## src/core/adc_status_regs.vh

```
// Purpose: register addresses, bit positions and reset values of the converter status block
// Assumes: 8-bit special-function register bus, one byte per address
// Notes:   definitions only
`ifndef ADC_STATUS_REGS_VH
`define ADC_STATUS_REGS_VH

// register addresses
`define ADDR_STATUS      8'hd8
`define ADDR_MODE        8'hd1
`define ADDR_PRI_CTRL    8'hd2
`define ADDR_AUX_CTRL    8'hd3
`define ADDR_FILTER      8'hd4
`define ADDR_ICTRL       8'hd5
`define ADDR_PRI_RES     8'hd9
`define ADDR_AUX_RES     8'hdc
`define ADDR_PRI_OFF     8'he1
`define ADDR_PRI_GAIN    8'he4
`define ADDR_AUX_OFF     8'he9
`define ADDR_AUX_GAIN    8'heb

// status bit positions
`define ST_PRI_RDY       7
`define ST_AUX_RDY       6
`define ST_CAL           5
`define ST_NOREF         4
`define ST_PRI_ERR       3
`define ST_AUX_ERR       2

// mode register fields
`define MODE_PRI_EN      5
`define MODE_AUX_EN      4
`define MODE_FIELD_HI    2
`define MODE_FIELD_LO    0
`define MODE_POWERDOWN   3'h0
`define MODE_START_MIN   3'h2
`define MODE_WMASK       8'h37

// control register field: external reference selected
`define CTRL_EXTREF      6

// reset values
`define STATUS_RESET     8'h00
`define MODE_RESET       8'h00
`define CTRL_RESET       8'h00
`define FILTER_RESET     8'h80
`define ICTRL_RESET      8'h00
`define ZERO_BYTE        8'h00
`define PRI_RES_RESET    24'h000000
`define AUX_RES_RESET    16'h0000

// byte counts of the multi-byte banks
`define PRI_NBYTES       8'h03
`define AUX_NBYTES       8'h02

`endif

```

## src/core/status_flag.v

```verilog
// Purpose: one sticky status flag of the converter status register
// Assumes: set and clear are same-clock strobes
// Notes:   a set in the cycle of a clear wins
`timescale 1ns/1ps
`default_nettype none

module status_flag (
  input  wire clk,
  input  wire rst,
  input  wire set,
  input  wire clr,
  output reg  q
);

  always @(posedge clk or posedge rst) begin
    if (rst) begin
      q <= 1'b0;
    end else if (set) begin
      q <= 1'b1;
    end else if (clr) begin
      q <= 1'b0;
    end
  end

endmodule // status_flag

`default_nettype wire

```

## src/core/byte_bank.v

```verilog
// Purpose: multi-byte result or coefficient register, loaded by hardware or byte-written by software
// Assumes: load and write are same-clock strobes; load wins over a write in the same cycle
// Notes:   byte 0 is the low byte
`timescale 1ns/1ps
`default_nettype none

module byte_bank #(
  parameter             NB        = 3,
  parameter [8*NB-1:0]  RESET_VAL = {NB{8'h00}}
) (
  input  wire            clk,
  input  wire            rst,
  input  wire            ld,
  input  wire [8*NB-1:0] ld_val,
  input  wire            wr,
  input  wire [1:0]      wr_idx,
  input  wire [7:0]      wr_byte,
  output wire [8*NB-1:0] value
);

  genvar b;
  generate
    for (b = 0; b < NB; b = b + 1) begin : g_byte
      reg [7:0] byte_q;
      always @(posedge clk or posedge rst) begin
        if (rst) begin
          byte_q <= RESET_VAL[8*b +: 8];
        end else if (ld) begin
          byte_q <= ld_val[8*b +: 8];
        end else if (wr && ({30'd0, wr_idx} == b)) begin
          byte_q <= wr_byte;
        end
      end
      assign value[8*b +: 8] = byte_q;
    end
  endgenerate

endmodule // byte_bank

`default_nettype wire

```

## src/core/adc_status_block.v

```verilog
// Purpose: status, mode and result registers of a dual sigma-delta converter pair on the SFR bus
// Assumes: converter cores run on clk; reference fault pin is asynchronous
// Notes:   read data is registered one cycle after the address is presented
`timescale 1ns/1ps
`default_nettype none
`include "adc_status_regs.vh"

module adc_status_block #(
  parameter [23:0] PRI_OFF_RESET  = 24'h800000,
  parameter [23:0] PRI_GAIN_RESET = 24'h400000,
  parameter [15:0] AUX_OFF_RESET  = 16'h8000,
  parameter [15:0] AUX_GAIN_RESET = 16'h4000
) (
  input  wire        clk,
  input  wire        rst,
  // special-function register bus
  input  wire [7:0]  sfr_addr,
  input  wire        sfr_wr,
  input  wire [7:0]  sfr_wdata,
  input  wire        sfr_bit_wr,
  input  wire [2:0]  sfr_bit_idx,
  input  wire        sfr_bit_val,
  output reg  [7:0]  sfr_rdata_q,
  // primary converter core
  input  wire        pri_done,
  input  wire        pri_is_cal,
  input  wire        pri_cal_gain,
  input  wire        pri_cal_err,
  input  wire        pri_clamped,
  input  wire [23:0] pri_result,
  input  wire [23:0] pri_coeff_new,
  // auxiliary converter core
  input  wire        aux_done,
  input  wire        aux_is_cal,
  input  wire        aux_cal_gain,
  input  wire        aux_cal_err,
  input  wire        aux_clamped,
  input  wire [15:0] aux_result,
  input  wire [15:0] aux_coeff_new,
  // reference input pins below threshold or floating
  input  wire        ref_fault,
  // towards the converter cores
  output reg  [7:0]  mode_q,
  output reg         pri_start_q,
  output reg         aux_start_q,
  output reg  [7:0]  pri_ctrl_q,
  output reg  [7:0]  aux_ctrl_q,
  output reg  [7:0]  filter_config_q,
  output reg  [7:0]  ictrl_q,
  output reg  [7:0]  status_q
);

  // bus decode
  wire        wr_status = sfr_wr && (sfr_addr == `ADDR_STATUS);
  wire        wr_mode   = sfr_wr && (sfr_addr == `ADDR_MODE);
  wire        bit_wr    = sfr_bit_wr;

  wire [7:0]  po_rel    = sfr_addr - `ADDR_PRI_OFF;
  wire [7:0]  pg_rel    = sfr_addr - `ADDR_PRI_GAIN;
  wire [7:0]  ao_rel    = sfr_addr - `ADDR_AUX_OFF;
  wire [7:0]  ag_rel    = sfr_addr - `ADDR_AUX_GAIN;
  wire [7:0]  pr_rel    = sfr_addr - `ADDR_PRI_RES;
  wire [7:0]  ar_rel    = sfr_addr - `ADDR_AUX_RES;

  wire        hit_po    = (po_rel < `PRI_NBYTES);
  wire        hit_pg    = (pg_rel < `PRI_NBYTES);
  wire        hit_ao    = (ao_rel < `AUX_NBYTES);
  wire        hit_ag    = (ag_rel < `AUX_NBYTES);
  wire        hit_pr    = (pr_rel < `PRI_NBYTES);
  wire        hit_ar    = (ar_rel < `AUX_NBYTES);

  // a mode write with a mode code of 2 or above starts the enabled converters
  wire [2:0]  wr_field  = sfr_wdata[`MODE_FIELD_HI:`MODE_FIELD_LO];
  wire        start_any = wr_mode && (wr_field >= `MODE_START_MIN);
  wire        start_pri = start_any && sfr_wdata[`MODE_PRI_EN];
  wire        start_aux = start_any && sfr_wdata[`MODE_AUX_EN];

  // reference fault synchroniser
  reg         ref_meta_q;
  reg         ref_sync_q;

  always @(posedge clk or posedge rst) begin
    if (rst) begin
      ref_meta_q <= 1'b0;
      ref_sync_q <= 1'b0;
    end else begin
      ref_meta_q <= ref_fault;
      ref_sync_q <= ref_meta_q;
    end
  end

  // converter activity from the mode register
  wire        mode_on    = (mode_q[`MODE_FIELD_HI:`MODE_FIELD_LO] != `MODE_POWERDOWN);
  wire        pri_active = mode_on && mode_q[`MODE_PRI_EN];
  wire        aux_active = mode_on && mode_q[`MODE_AUX_EN];
  wire        any_active = pri_active || aux_active;

  // flag storage
  wire        pri_rdy;
  wire        aux_rdy;
  wire        cal_flag;
  wire        pri_err;
  wire        aux_err;
  reg         noref_q;

  // completions are accepted only while the ready flag is clear
  wire        pri_acc   = pri_done && !pri_rdy;
  wire        aux_acc   = aux_done && !aux_rdy;

  wire        pri_force = noref_q && pri_ctrl_q[`CTRL_EXTREF];
  wire        aux_force = noref_q && aux_ctrl_q[`CTRL_EXTREF];

  wire [23:0] pri_store = pri_force ? {24{1'b1}} : pri_result;
  wire [15:0] aux_store = aux_force ? {16{1'b1}} : aux_result;

  wire        pri_res_ld  = pri_acc && !pri_is_cal;
  wire        aux_res_ld  = aux_acc && !aux_is_cal;
  wire        pri_coef_ok = pri_acc && pri_is_cal && !pri_cal_err;
  wire        aux_coef_ok = aux_acc && aux_is_cal && !aux_cal_err;

  wire        pri_err_set = (pri_res_ld && (pri_clamped || pri_force)) ||
                            (pri_acc && pri_is_cal && pri_cal_err);
  wire        aux_err_set = (aux_res_ld && (aux_clamped || aux_force)) ||
                            (aux_acc && aux_is_cal && aux_cal_err);

  // software clears of the ready flags, by byte or bit write of zero
  wire        pri_sw_clr = (wr_status && !sfr_wdata[`ST_PRI_RDY]) ||
                           (bit_wr && (sfr_bit_idx == `ST_PRI_RDY) && !sfr_bit_val);
  wire        aux_sw_clr = (wr_status && !sfr_wdata[`ST_AUX_RDY]) ||
                           (bit_wr && (sfr_bit_idx == `ST_AUX_RDY) && !sfr_bit_val);

  status_flag u_pri_rdy (
    .clk (clk),
    .rst (rst),
    .set (pri_acc),
    .clr (pri_sw_clr || start_pri),
    .q   (pri_rdy)
  );

  status_flag u_aux_rdy (
    .clk (clk),
    .rst (rst),
    .set (aux_acc),
    .clr (aux_sw_clr || start_aux),
    .q   (aux_rdy)
  );

  status_flag u_cal (
    .clk (clk),
    .rst (rst),
    .set ((pri_acc && pri_is_cal) || (aux_acc && aux_is_cal)),
    .clr (start_any),
    .q   (cal_flag)
  );

  status_flag u_pri_err (
    .clk (clk),
    .rst (rst),
    .set (pri_err_set),
    .clr (start_pri),
    .q   (pri_err)
  );

  status_flag u_aux_err (
    .clk (clk),
    .rst (rst),
    .set (aux_err_set),
    .clr (start_aux),
    .q   (aux_err)
  );

  // missing reference tracks the pin only while a converter runs
  always @(posedge clk or posedge rst) begin
    if (rst) begin
      noref_q <= 1'b0;
    end else begin
      noref_q <= any_active && ref_sync_q;
    end
  end

  // result and coefficient banks
  wire [23:0] pri_res_val;
  wire [15:0] aux_res_val;
  wire [23:0] pri_off_val;
  wire [23:0] pri_gain_val;
  wire [15:0] aux_off_val;
  wire [15:0] aux_gain_val;

  byte_bank #(.NB(3), .RESET_VAL(`PRI_RES_RESET)) u_pri_res (
    .clk     (clk),
    .rst     (rst),
    .ld      (pri_res_ld),
    .ld_val  (pri_store),
    .wr      (1'b0),
    .wr_idx  (2'b00),
    .wr_byte (`ZERO_BYTE),
    .value   (pri_res_val)
  );

  byte_bank #(.NB(2), .RESET_VAL(`AUX_RES_RESET)) u_aux_res (
    .clk     (clk),
    .rst     (rst),
    .ld      (aux_res_ld),
    .ld_val  (aux_store),
    .wr      (1'b0),
    .wr_idx  (2'b00),
    .wr_byte (`ZERO_BYTE),
    .value   (aux_res_val)
  );

  byte_bank #(.NB(3), .RESET_VAL(PRI_OFF_RESET)) u_pri_off (
    .clk     (clk),
    .rst     (rst),
    .ld      (pri_coef_ok && !pri_cal_gain),
    .ld_val  (pri_coeff_new),
    .wr      (sfr_wr && hit_po),
    .wr_idx  (po_rel[1:0]),
    .wr_byte (sfr_wdata),
    .value   (pri_off_val)
  );

  byte_bank #(.NB(3), .RESET_VAL(PRI_GAIN_RESET)) u_pri_gain (
    .clk     (clk),
    .rst     (rst),
    .ld      (pri_coef_ok && pri_cal_gain),
    .ld_val  (pri_coeff_new),
    .wr      (sfr_wr && hit_pg),
    .wr_idx  (pg_rel[1:0]),
    .wr_byte (sfr_wdata),
    .value   (pri_gain_val)
  );

  byte_bank #(.NB(2), .RESET_VAL(AUX_OFF_RESET)) u_aux_off (
    .clk     (clk),
    .rst     (rst),
    .ld      (aux_coef_ok && !aux_cal_gain),
    .ld_val  (aux_coeff_new),
    .wr      (sfr_wr && hit_ao),
    .wr_idx  (ao_rel[1:0]),
    .wr_byte (sfr_wdata),
    .value   (aux_off_val)
  );

  byte_bank #(.NB(2), .RESET_VAL(AUX_GAIN_RESET)) u_aux_gain (
    .clk     (clk),
    .rst     (rst),
    .ld      (aux_coef_ok && aux_cal_gain),
    .ld_val  (aux_coeff_new),
    .wr      (sfr_wr && hit_ag),
    .wr_idx  (ag_rel[1:0]),
    .wr_byte (sfr_wdata),
    .value   (aux_gain_val)
  );

  // status image; reserved bits read zero
  wire [7:0]  status_d = {pri_rdy, aux_rdy, cal_flag, noref_q, pri_err, aux_err, 2'b00};

  // plain software registers
  always @(posedge clk or posedge rst) begin
    if (rst) begin
      mode_q          <= `MODE_RESET;
      pri_ctrl_q      <= `CTRL_RESET;
      aux_ctrl_q      <= `CTRL_RESET;
      filter_config_q <= `FILTER_RESET;
      ictrl_q         <= `ICTRL_RESET;
      pri_start_q     <= 1'b0;
      aux_start_q     <= 1'b0;
      status_q        <= `STATUS_RESET;
    end else begin
      if (wr_mode) begin
        mode_q <= sfr_wdata & `MODE_WMASK;
      end
      if (sfr_wr && (sfr_addr == `ADDR_PRI_CTRL)) begin
        pri_ctrl_q <= sfr_wdata;
      end
      if (sfr_wr && (sfr_addr == `ADDR_AUX_CTRL)) begin
        aux_ctrl_q <= sfr_wdata;
      end
      if (sfr_wr && (sfr_addr == `ADDR_FILTER)) begin
        filter_config_q <= sfr_wdata;
      end
      if (sfr_wr && (sfr_addr == `ADDR_ICTRL)) begin
        ictrl_q <= sfr_wdata;
      end
      pri_start_q <= start_pri;
      aux_start_q <= start_aux;
      status_q    <= status_d;
    end
  end

  // registered read mux; unmapped addresses read zero
  reg [7:0] rdata_d;

  always @* begin
    rdata_d = `ZERO_BYTE;
    if (sfr_addr == `ADDR_STATUS) begin
      rdata_d = status_d;
    end else if (sfr_addr == `ADDR_MODE) begin
      rdata_d = mode_q;
    end else if (sfr_addr == `ADDR_PRI_CTRL) begin
      rdata_d = pri_ctrl_q;
    end else if (sfr_addr == `ADDR_AUX_CTRL) begin
      rdata_d = aux_ctrl_q;
    end else if (sfr_addr == `ADDR_FILTER) begin
      rdata_d = filter_config_q;
    end else if (sfr_addr == `ADDR_ICTRL) begin
      rdata_d = ictrl_q;
    end else if (hit_pr) begin
      rdata_d = pri_res_val[{pr_rel[1:0], 3'b000} +: 8];
    end else if (hit_ar) begin
      rdata_d = aux_res_val[{ar_rel[0], 3'b000} +: 8];
    end else if (hit_po) begin
      rdata_d = pri_off_val[{po_rel[1:0], 3'b000} +: 8];
    end else if (hit_pg) begin
      rdata_d = pri_gain_val[{pg_rel[1:0], 3'b000} +: 8];
    end else if (hit_ao) begin
      rdata_d = aux_off_val[{ao_rel[0], 3'b000} +: 8];
    end else if (hit_ag) begin
      rdata_d = aux_gain_val[{ag_rel[0], 3'b000} +: 8];
    end
  end

  always @(posedge clk or posedge rst) begin
    if (rst) begin
      sfr_rdata_q <= `ZERO_BYTE;
    end else begin
      sfr_rdata_q <= rdata_d;
    end
  end

endmodule // adc_status_block

`default_nettype wire

```

## config.mk

```make
export PLATFORM = sky130hd
export DESIGN_NAME = adc_status_block
export DESIGN_NICKNAME = d
export VERILOG_FILES = /design/src/core/status_flag.v /design/src/core/byte_bank.v /design/src/core/adc_status_block.v
export VERILOG_INCLUDE_DIRS = /design/src /design/src/core
export SDC_FILE = /design/constraint.sdc
export NUM_CORES = 1
export LEC_CHECK = 0
export ABC_AREA = 1
export BUFFER_PORTS_ARGS = -buffer_cell sky130_fd_sc_hd__buf_2
export CAP_MARGIN = 20
export CORE_UTILIZATION = 35
export CTS_BUF_LIST = sky130_fd_sc_hd__clkbuf_2 sky130_fd_sc_hd__clkbuf_4 sky130_fd_sc_hd__clkbuf_8
export DETAILED_ROUTE_END_ITERATION = 12
export HOLD_SLACK_MARGIN = 0.12
export PLACE_DENSITY = 0.6
export SKIP_LAST_GASP = 1
export SYNTH_ARGS = -nofsm -noshare
export SYNTH_HDL_FRONTEND = slang
export SYNTH_SLANG_ARGS = --single-unit
```

## constraint.sdc

```tcl
create_clock -name clk -period 10.2 [get_ports clk]
set_input_delay 2.04 -clock clk [delete_from_list [all_inputs] [get_ports clk]]
set_output_delay 2.04 -clock clk [all_outputs]
set_load 0.01 [all_outputs]
```

Word-level counts from Yosys, hierarchy flattened
Index checks and enable logic that the tools add are counted.
- word-level logic and storage cells: 200
- flip-flop bits (word level): 181
- equal/unequal tests: 14
- muxes and demuxes: 44
- order comparisons: 7
- reductions and logical operators: 91
- shifts and indexed selects: 6
- $add $sub $neg: 6
- operators by type and width (cell ; number):
    $mux W8 ; 32
    $shiftx A24 B6 Y8 ; 3
    $logic_and A1 B1 Y1 ; 50
    $eq A8 B8 Y1 const B ; 6
    $lt A8 B2 Y1 const B ; 6
    $shiftx A16 B5 Y8 ; 3
    $sub A8 B8 Y8 const B ; 6
    $reduce_bool A2 Y1 ; 15
    $mux W24 ; 1
    $mux W16 ; 1
    $logic_not A1 Y1 ; 11
    $logic_or A1 B1 Y1 ; 10
    $mux W1 ; 10
    $eq A2 B1 Y1 const B ; 4
    $logic_not A2 Y1 ; 4
    $eq A3 B3 Y1 const B ; 2
    $eq A2 B2 Y1 const B ; 2
    $ge A3 B2 Y1 const B ; 1
    $reduce_bool A3 Y1 ; 1

Depth between registers and ports, before layout
- depth in word-level cells: 14
- gate-level depth with buffers: 20
- gate-level depth less buffers: 18

Cells and area by module
Synthesis repeated with hierarchy kept, for this count alone.
- cell total of the unflattened synthesis: 1595
- area, all modules: 11182.0 sq um
- by module, submodules not included (module ; cells an instance ; times used ; area each (sq um)):
    adc_status_block ; 710 ; 1 ; 4558.1
    byte_bank (u_pri_gain ...) ; 169 ; 2 ; 1285.0
    byte_bank (u_aux_gain ...) ; 116 ; 2 ; 850.8
    byte_bank (u_pri_res) ; 169 ; 1 ; 1283.7
    byte_bank (u_aux_res) ; 116 ; 1 ; 849.6
    status_flag ; 6 ; 5 ; 43.8

Worst setup path before layout
OpenSTA, ideal clock, no wires.
- kind: input-to-reg
- start: input port sfr_addr[0]
- end: register u_aux_gain.g_byte[0].byte_q[0]
- library setup time: 135 ps
- arrival time: 4043 ps
- cell stages on the path: 13
- path slack: 6022 ps
- buffers on the path: 2
- path through: inv_2 -> clkbuf_1 -> buf_2 -> ha_1 -> inv_1 -> nand3_1 -> nor2_1 -> nand2_2 -> nor3_4 -> or2_1 -> inv_2 -> nand2_1 -> o211ai_1
- longest elaborated chain between the ends: 5
- elaborated cells between the ends (all ways): 6
- those cells by class: add/sub: 1; order compare: 1; reduce/logical: 4
- ends and longest elaborated chain (item ; line ; RTL):
    start: declaration ; adc_status_block.v:17 ; input wire [7:0] sfr_addr,
    $sub A8 B8 Y8 (no source line) (*) ; -- ;
    $lt A8 B2 Y1 (no source line) ; -- ;
    $logic_and A1 B1 Y1 ; adc_status_block.v:249 ; .wr (sfr_wr && hit_ag),
    $logic_and A1 B1 Y1 (*) ; byte_bank.v:30 ; end else if (wr && ({30'd0, wr_idx} == b)) begin
    $reduce_bool A2 Y1 (no source line) (*) ; -- ;
    end signal: assignment ; byte_bank.v:27 ; byte_q <= RESET_VAL[8*b +: 8];
    end signal: assignment ; byte_bank.v:29 ; byte_q <= ld_val[8*b +: 8];
    end signal: assignment ; byte_bank.v:31 ; byte_q <= wr_byte;
    end: declaration ; byte_bank.v:24 ; reg [7:0] byte_q;
Mark *: on every way between the ends. The rest lies on a longest branch, timed or not.
A chain may end at the register's enable or synchronous reset.

Final worst setup path
- start: input port sfr_addr[0]
- end: register sfr_rdata_q[0]
- longest elaborated chain between the ends: 14
- elaborated cells between the ends (all ways): 36
- those cells by class: add/sub: 6; order compare: 6; eq/ne: 6; shift: 6; mux: 12
- ends and longest elaborated chain (item ; line ; RTL):
    $sub A8 B8 Y8 (no source line) ; -- ;
    $lt A8 B2 Y1 (no source line) or $shiftx A16 B5 Y8 (tied branches) ; -- ;
    $mux W8 ; adc_status_block.v:318 ; end else if (hit_ag) begin
    $mux W8 ; adc_status_block.v:316 ; end else if (hit_ao) begin
    $mux W8 ; adc_status_block.v:314 ; end else if (hit_pg) begin
    $mux W8 ; adc_status_block.v:312 ; end else if (hit_po) begin
    $mux W8 ; adc_status_block.v:310 ; end else if (hit_ar) begin
    $mux W8 ; adc_status_block.v:308 ; end else if (hit_pr) begin
    $mux W8 ; adc_status_block.v:306 ; end else if (sfr_addr == `ADDR_ICTRL) begin
    $mux W8 ; adc_status_block.v:304 ; end else if (sfr_addr == `ADDR_FILTER) begin
    $mux W8 ; adc_status_block.v:302 ; end else if (sfr_addr == `ADDR_AUX_CTRL) begin
    $mux W8 ; adc_status_block.v:300 ; end else if (sfr_addr == `ADDR_PRI_CTRL) begin
    $mux W8 ; adc_status_block.v:298 ; end else if (sfr_addr == `ADDR_MODE) begin
    $mux W8 (*) ; adc_status_block.v:296 ; if (sfr_addr == `ADDR_STATUS) begin
    via rdata_d[0] ; adc_status_block.v:292 ; reg [7:0] rdata_d;
    end signal: assignment ; adc_status_block.v:325 ; sfr_rdata_q <= `ZERO_BYTE;
    end signal: assignment ; adc_status_block.v:327 ; sfr_rdata_q <= rdata_d;
    end: declaration ; adc_status_block.v:23 ; output reg [7:0] sfr_rdata_q,
The timed path passes the listed nets; every way through them passes the cells marked *.

==> flow_metrics.py <==
metrics = {
    "worst_setup_path": {
        "critical_path.reg2reg.startpoint": "u_aux_rdy.q$_DFFE_PP0P_",
        "critical_path_class": "input pin to register",
        "cp-end-kind": "register",
        "critical_path.max_stage_delay_ns": 0.66,
        "worst_endpoint_required_time_ns": 10.61,
        "cp_common_cell": "sky130_fd_sc_hd__nand2_1",
        "timing.critical_path.slowest_stage_cell": "sky130_fd_sc_hd__ha_1",
        "worst_setup_path_start_kind": "input pin",
        "worst-endpoint-arrival_ns": 5.52,
        "critical_path.max_fanout": 62,
        "ff2ff_path_depth": 11,
        "reg2reg_setup_slack_ns": 7.18,
        "r2r-end": "u_aux_gain.g_byte[0].byte_q[4]$_DFFE_PP0P_",
        "timing.critical_path.cells": "buf_2 -> buf_4 -> inv_2 -> ha_1 -> inv_1 -> a21oi_1 -> nand3_1 -> nor2_2 -> nand2_2 -> inv_2 -> nand2_1 -> nand3_1 -> nand2_1 -> nand4_1 -> nand2_1 -> nand2_1 -> nand2_1 -> a21oi_1",
    },
    "min_path": {
        "hold_path_startpoint": "ref_meta_q$_DFF_PP0_",
        "min_to": "ref_sync_q$_DFF_PP0_",
        "timing.hold.worst.class": "register to register",
        "min_delay_path_depth": 0,
    },
    "clock_network": {
        "number_of_buffers_added_by_the_clock_tree_synthesis_step": 17,
        "clk_latency_worst_skew_pair_ns": 0.50,
        "cts.clk_slew.worst_paths_ns": 0.10,
        "postCtsResizedCells": 0,
        "hold_buffers": 0,
        "ctsHtreeMaxLevel": 4,
        "maximum_root_to_sink_buffer_count": 2,
        "cts.repair_timing.setup_buffer_count": 0,
        "cts.sink_count": 181,
        "tritoncts": "done",
        "cts-root-buf": "sky130_fd_sc_hd__clkbuf_8",
    },
    "floorplanning": {
        "placement_rows": 60,
        "pin_count": 173,
        "die_width_um": 169,
        "core_region_area_mm2": 0.0271,
        "die_h_um": 169,
        "initial_utilization_pct": 35.9,
        "floorplan.die_area_mm2": 0.0285,
    },
    "synth": {
        "syn-instance-count": 1289,
        "synth.cell_area_mm2": 0.00973,
        "seq_area_frac_synth_pct": 46.6,
        "synth_edf_count": 0,
        "yosys_warnings": 0,
        "synth-async-reset-ratio_pct": 100,
        "ys.flop_type": "sky130_fd_sc_hd__dfrtp_1",
        "yosysUniqueCellTypes": 43,
        "synth.ff_latch_count": 181,
        "postSynthAreaPerCell_um2": 7.55,
    },
    "detailed_routing": {
        "drt_drc_violations_left": 0,
        "drtAntennaViolNets": 0,
        "drt-initial-drc-count": 846,
        "routed_via_density": 5.12,
        "route.final.wire_length_mm": 33.3,
        "route.detailed.wl_per_inst_um": 18.3,
        "drt_pass1_iterations": 7,
        "dr_total_vias": 9317,
    },
    "sta": {
        "rsz0062_at_grt": "no",
        "setup_viol": 0,
        "max_freq_mhz": 196,
        "hold_viol": 0,
        "maxSlewViolCount": 0,
        "final.setup_skew_ns": 0.0217,
        "setup_tns_ns": 0,
        "post-route-period-util_pct": 50.0,
        "minimum_period_implied_by_the_final_worst_setup_slack_ns": 5.10,
        "max_slew.worst_pin.slew_ns": 1.02,
        "setup_slack_ns": 5.10,
        "relSlewSlack_pct": 32.0,
    },
    "cells_and_area": {
        "final.fill_count": 2828,
        "num-nets-final": 1554,
        "seqCellArea_mm2": 0.00454,
        "signed_area_change_from_the_synthesized_netlist_to_the_final_layout_pct": 15.5,
        "final_cell_count_without_fillers": 1818,
        "share_of_layout_cells_above_drive_strength_1_pct": 18.7,
        "finalCoreUtilization_pct": 41.5,
        "diodes": 0,
        "multi_input_area_mm2": 0.00434,
    },
    "global_routing": {
        "maximum_number_of_pins_on_one_net_before_global_route_repair": 77,
        "grt_pass1_wl_mm": 51.1,
        "grt_util_all_layers_pct": 23.9,
        "grt.overflow.total": 0,
        "antenna_found_initial": 2,
        "grt_pass1_vias": 8879,
    },
    "placed_design": {
        "dp_slack_ns": 4.72,
        "dp.final_hpwl_mm": 25.3,
        "gp_routability_congestion": 0.922,
        "dpl.cell_count": 1785,
        "port_buffers": 167,
    },
    "power_and_ir_drop": {
        "totalPowerFinal_mw": 2.12,
        "power-per-cell-area_mw_per_mm2": 189,
        "power.leakage_nw": 5.80,
        "ir_drop_v": 0.0000975,
    },
    "status": {
        "run_status": "completed",
    },
    "job": {
        "max_cap_violations": 0,
    },
}
-- synthesized netlist by cell type (12+ instances only) --
master / number / share of area [%]
sky130_fd_sc_hd__inv_2: 20 / 0.77
sky130_fd_sc_hd__o21ai_0: 132 / 6.8
sky130_fd_sc_hd__o211ai_1: 41 / 3.2
sky130_fd_sc_hd__nor2_1: 34 / 1.3
sky130_fd_sc_hd__a22oi_1: 12 / 0.93
sky130_fd_sc_hd__clkbuf_1: 34 / 1.3
sky130_fd_sc_hd__inv_1: 148 / 5.7
sky130_fd_sc_hd__nand3_1: 60 / 3.1
sky130_fd_sc_hd__dfrtp_1: 176 / 45
sky130_fd_sc_hd__nand2_1: 453 / 17
sky130_fd_sc_hd__a21oi_1: 47 / 2.4
sky130_fd_sc_hd__o221ai_1: 22 / 2.0
-- kinds of logic after synthesis --
logic type | Yosys count | share of synthesized area [%]
AOI/OAI and AO/OA | 271 | 16.7
xor gates and xnor gates | 1 | 0.0901
adders and majority gates | 6 | 0.772
buffers and inverters | 221 | 8.93
DFF | 181 | 46.6
other | 1 | 0.0386
and+or+nand+nor | 608 | 26.9
-- state kept, by name (all words and copies together), names as in the netlist, 5 cells and up --
signal                    count
u_aux_res.g_byte.byte_q      16
ictrl_q                       8
u_aux_gain.g_byte.byte_q     16
filter_config_q               8
mode_q                        5
u_aux_off.g_byte.byte_q      16
u_pri_off.g_byte.byte_q      24
status_q                      6
sfr_rdata_q                   8
u_pri_res.g_byte.byte_q      24
aux_ctrl_q                    8
pri_ctrl_q                    8
u_pri_gain.g_byte.byte_q     24
-- where the power goes --
part	total [mW]	internal (mW)	leakage [nW]	switching (mW)
clock	0.493	0.184	0.182	0.310
combinational	0.531	0.208	3.37	0.323
sequential	1.10	0.966	2.25	0.132
-- routing by layer --
layer	share of wire (%)	vias up	GRT usage, %
met2	45	405	36.5
met4	2.5	4	7.75
met5	0.072	-	0
li1	-	4458	-
met3	7.1	52	4.37
met1	46	4398	34.0
-- layout by cell type (no fill, tap or decap), drive strengths merged --
cell,n
o221ai,23
nor3,17
a2bb2oi,1
o211ai,41
buf,173
o22ai,3
a21oi,47
xor2,1
dfstp,5
o41ai,1
a22oi,12
dfrtp,176
a32o,1
o311ai,2
or2,11
nor2,45
ha,6
o21ai,137
clkinv,3
nand2,460
nor4,1
nand3,63
conb,5
clkinvlp,4
nand3b,2
inv,176
clkbuf,18
nand4,9
a211oi,3
-- layout make-up --
class	count	share of cell area (%)
Timing Repair Buffer	173	7.84
Sequential cell	181	40.4
Clock buffer	18	2.15
Clock inverter	14	1.22
Multi-Input combinational cell	891	38.6
Inverter	169	5.69
Tap cell	372	4.14
-- critical path: cells and delay by family --
kind / cells / cell delay, ns
AOI/OAI and AO/OA: 2 / 0.27
buffers and inverters: 5 / 1.45
adders and majority gates: 1 / 0.66
and+or+nand+nor: 10 / 1.04
-- metrics by stage --
step / instance area, um^2 / hold WS (ns)
final: 11200 / 0.363
after global placement: 10900 / 0.334
after global routing: 11200 / 0.370
after CTS: 11200 / 0.360
after floorplan: 9740 / 0.331
after detailed placement: 10900 / 0.336
-- how the worst max path moves through the flow --
stage / slack, ns / cells after the start / endpoint / startpoint
after floorplan: 3.25 / 1 / aux_ctrl_q[0]$_DFFE_PP0P_ / rst
after global placement: 4.80 / 18 / sfr_rdata_q[0]$_DFF_PP0_ / sfr_addr[0]
after detailed placement: 4.72 / 18 / sfr_rdata_q[0]$_DFF_PP0_ / sfr_addr[0]
after CTS: 5.20 / 18 / sfr_rdata_q[0]$_DFF_PP0_ / sfr_addr[0]
after global routing: 4.81 / 19 / sfr_rdata_q[4]$_DFF_PP0_ / sfr_addr[0]
final: 5.10 / 18 / sfr_rdata_q[0]$_DFF_PP0_ / sfr_addr[0]
Power figures use the tool's default switching activity.
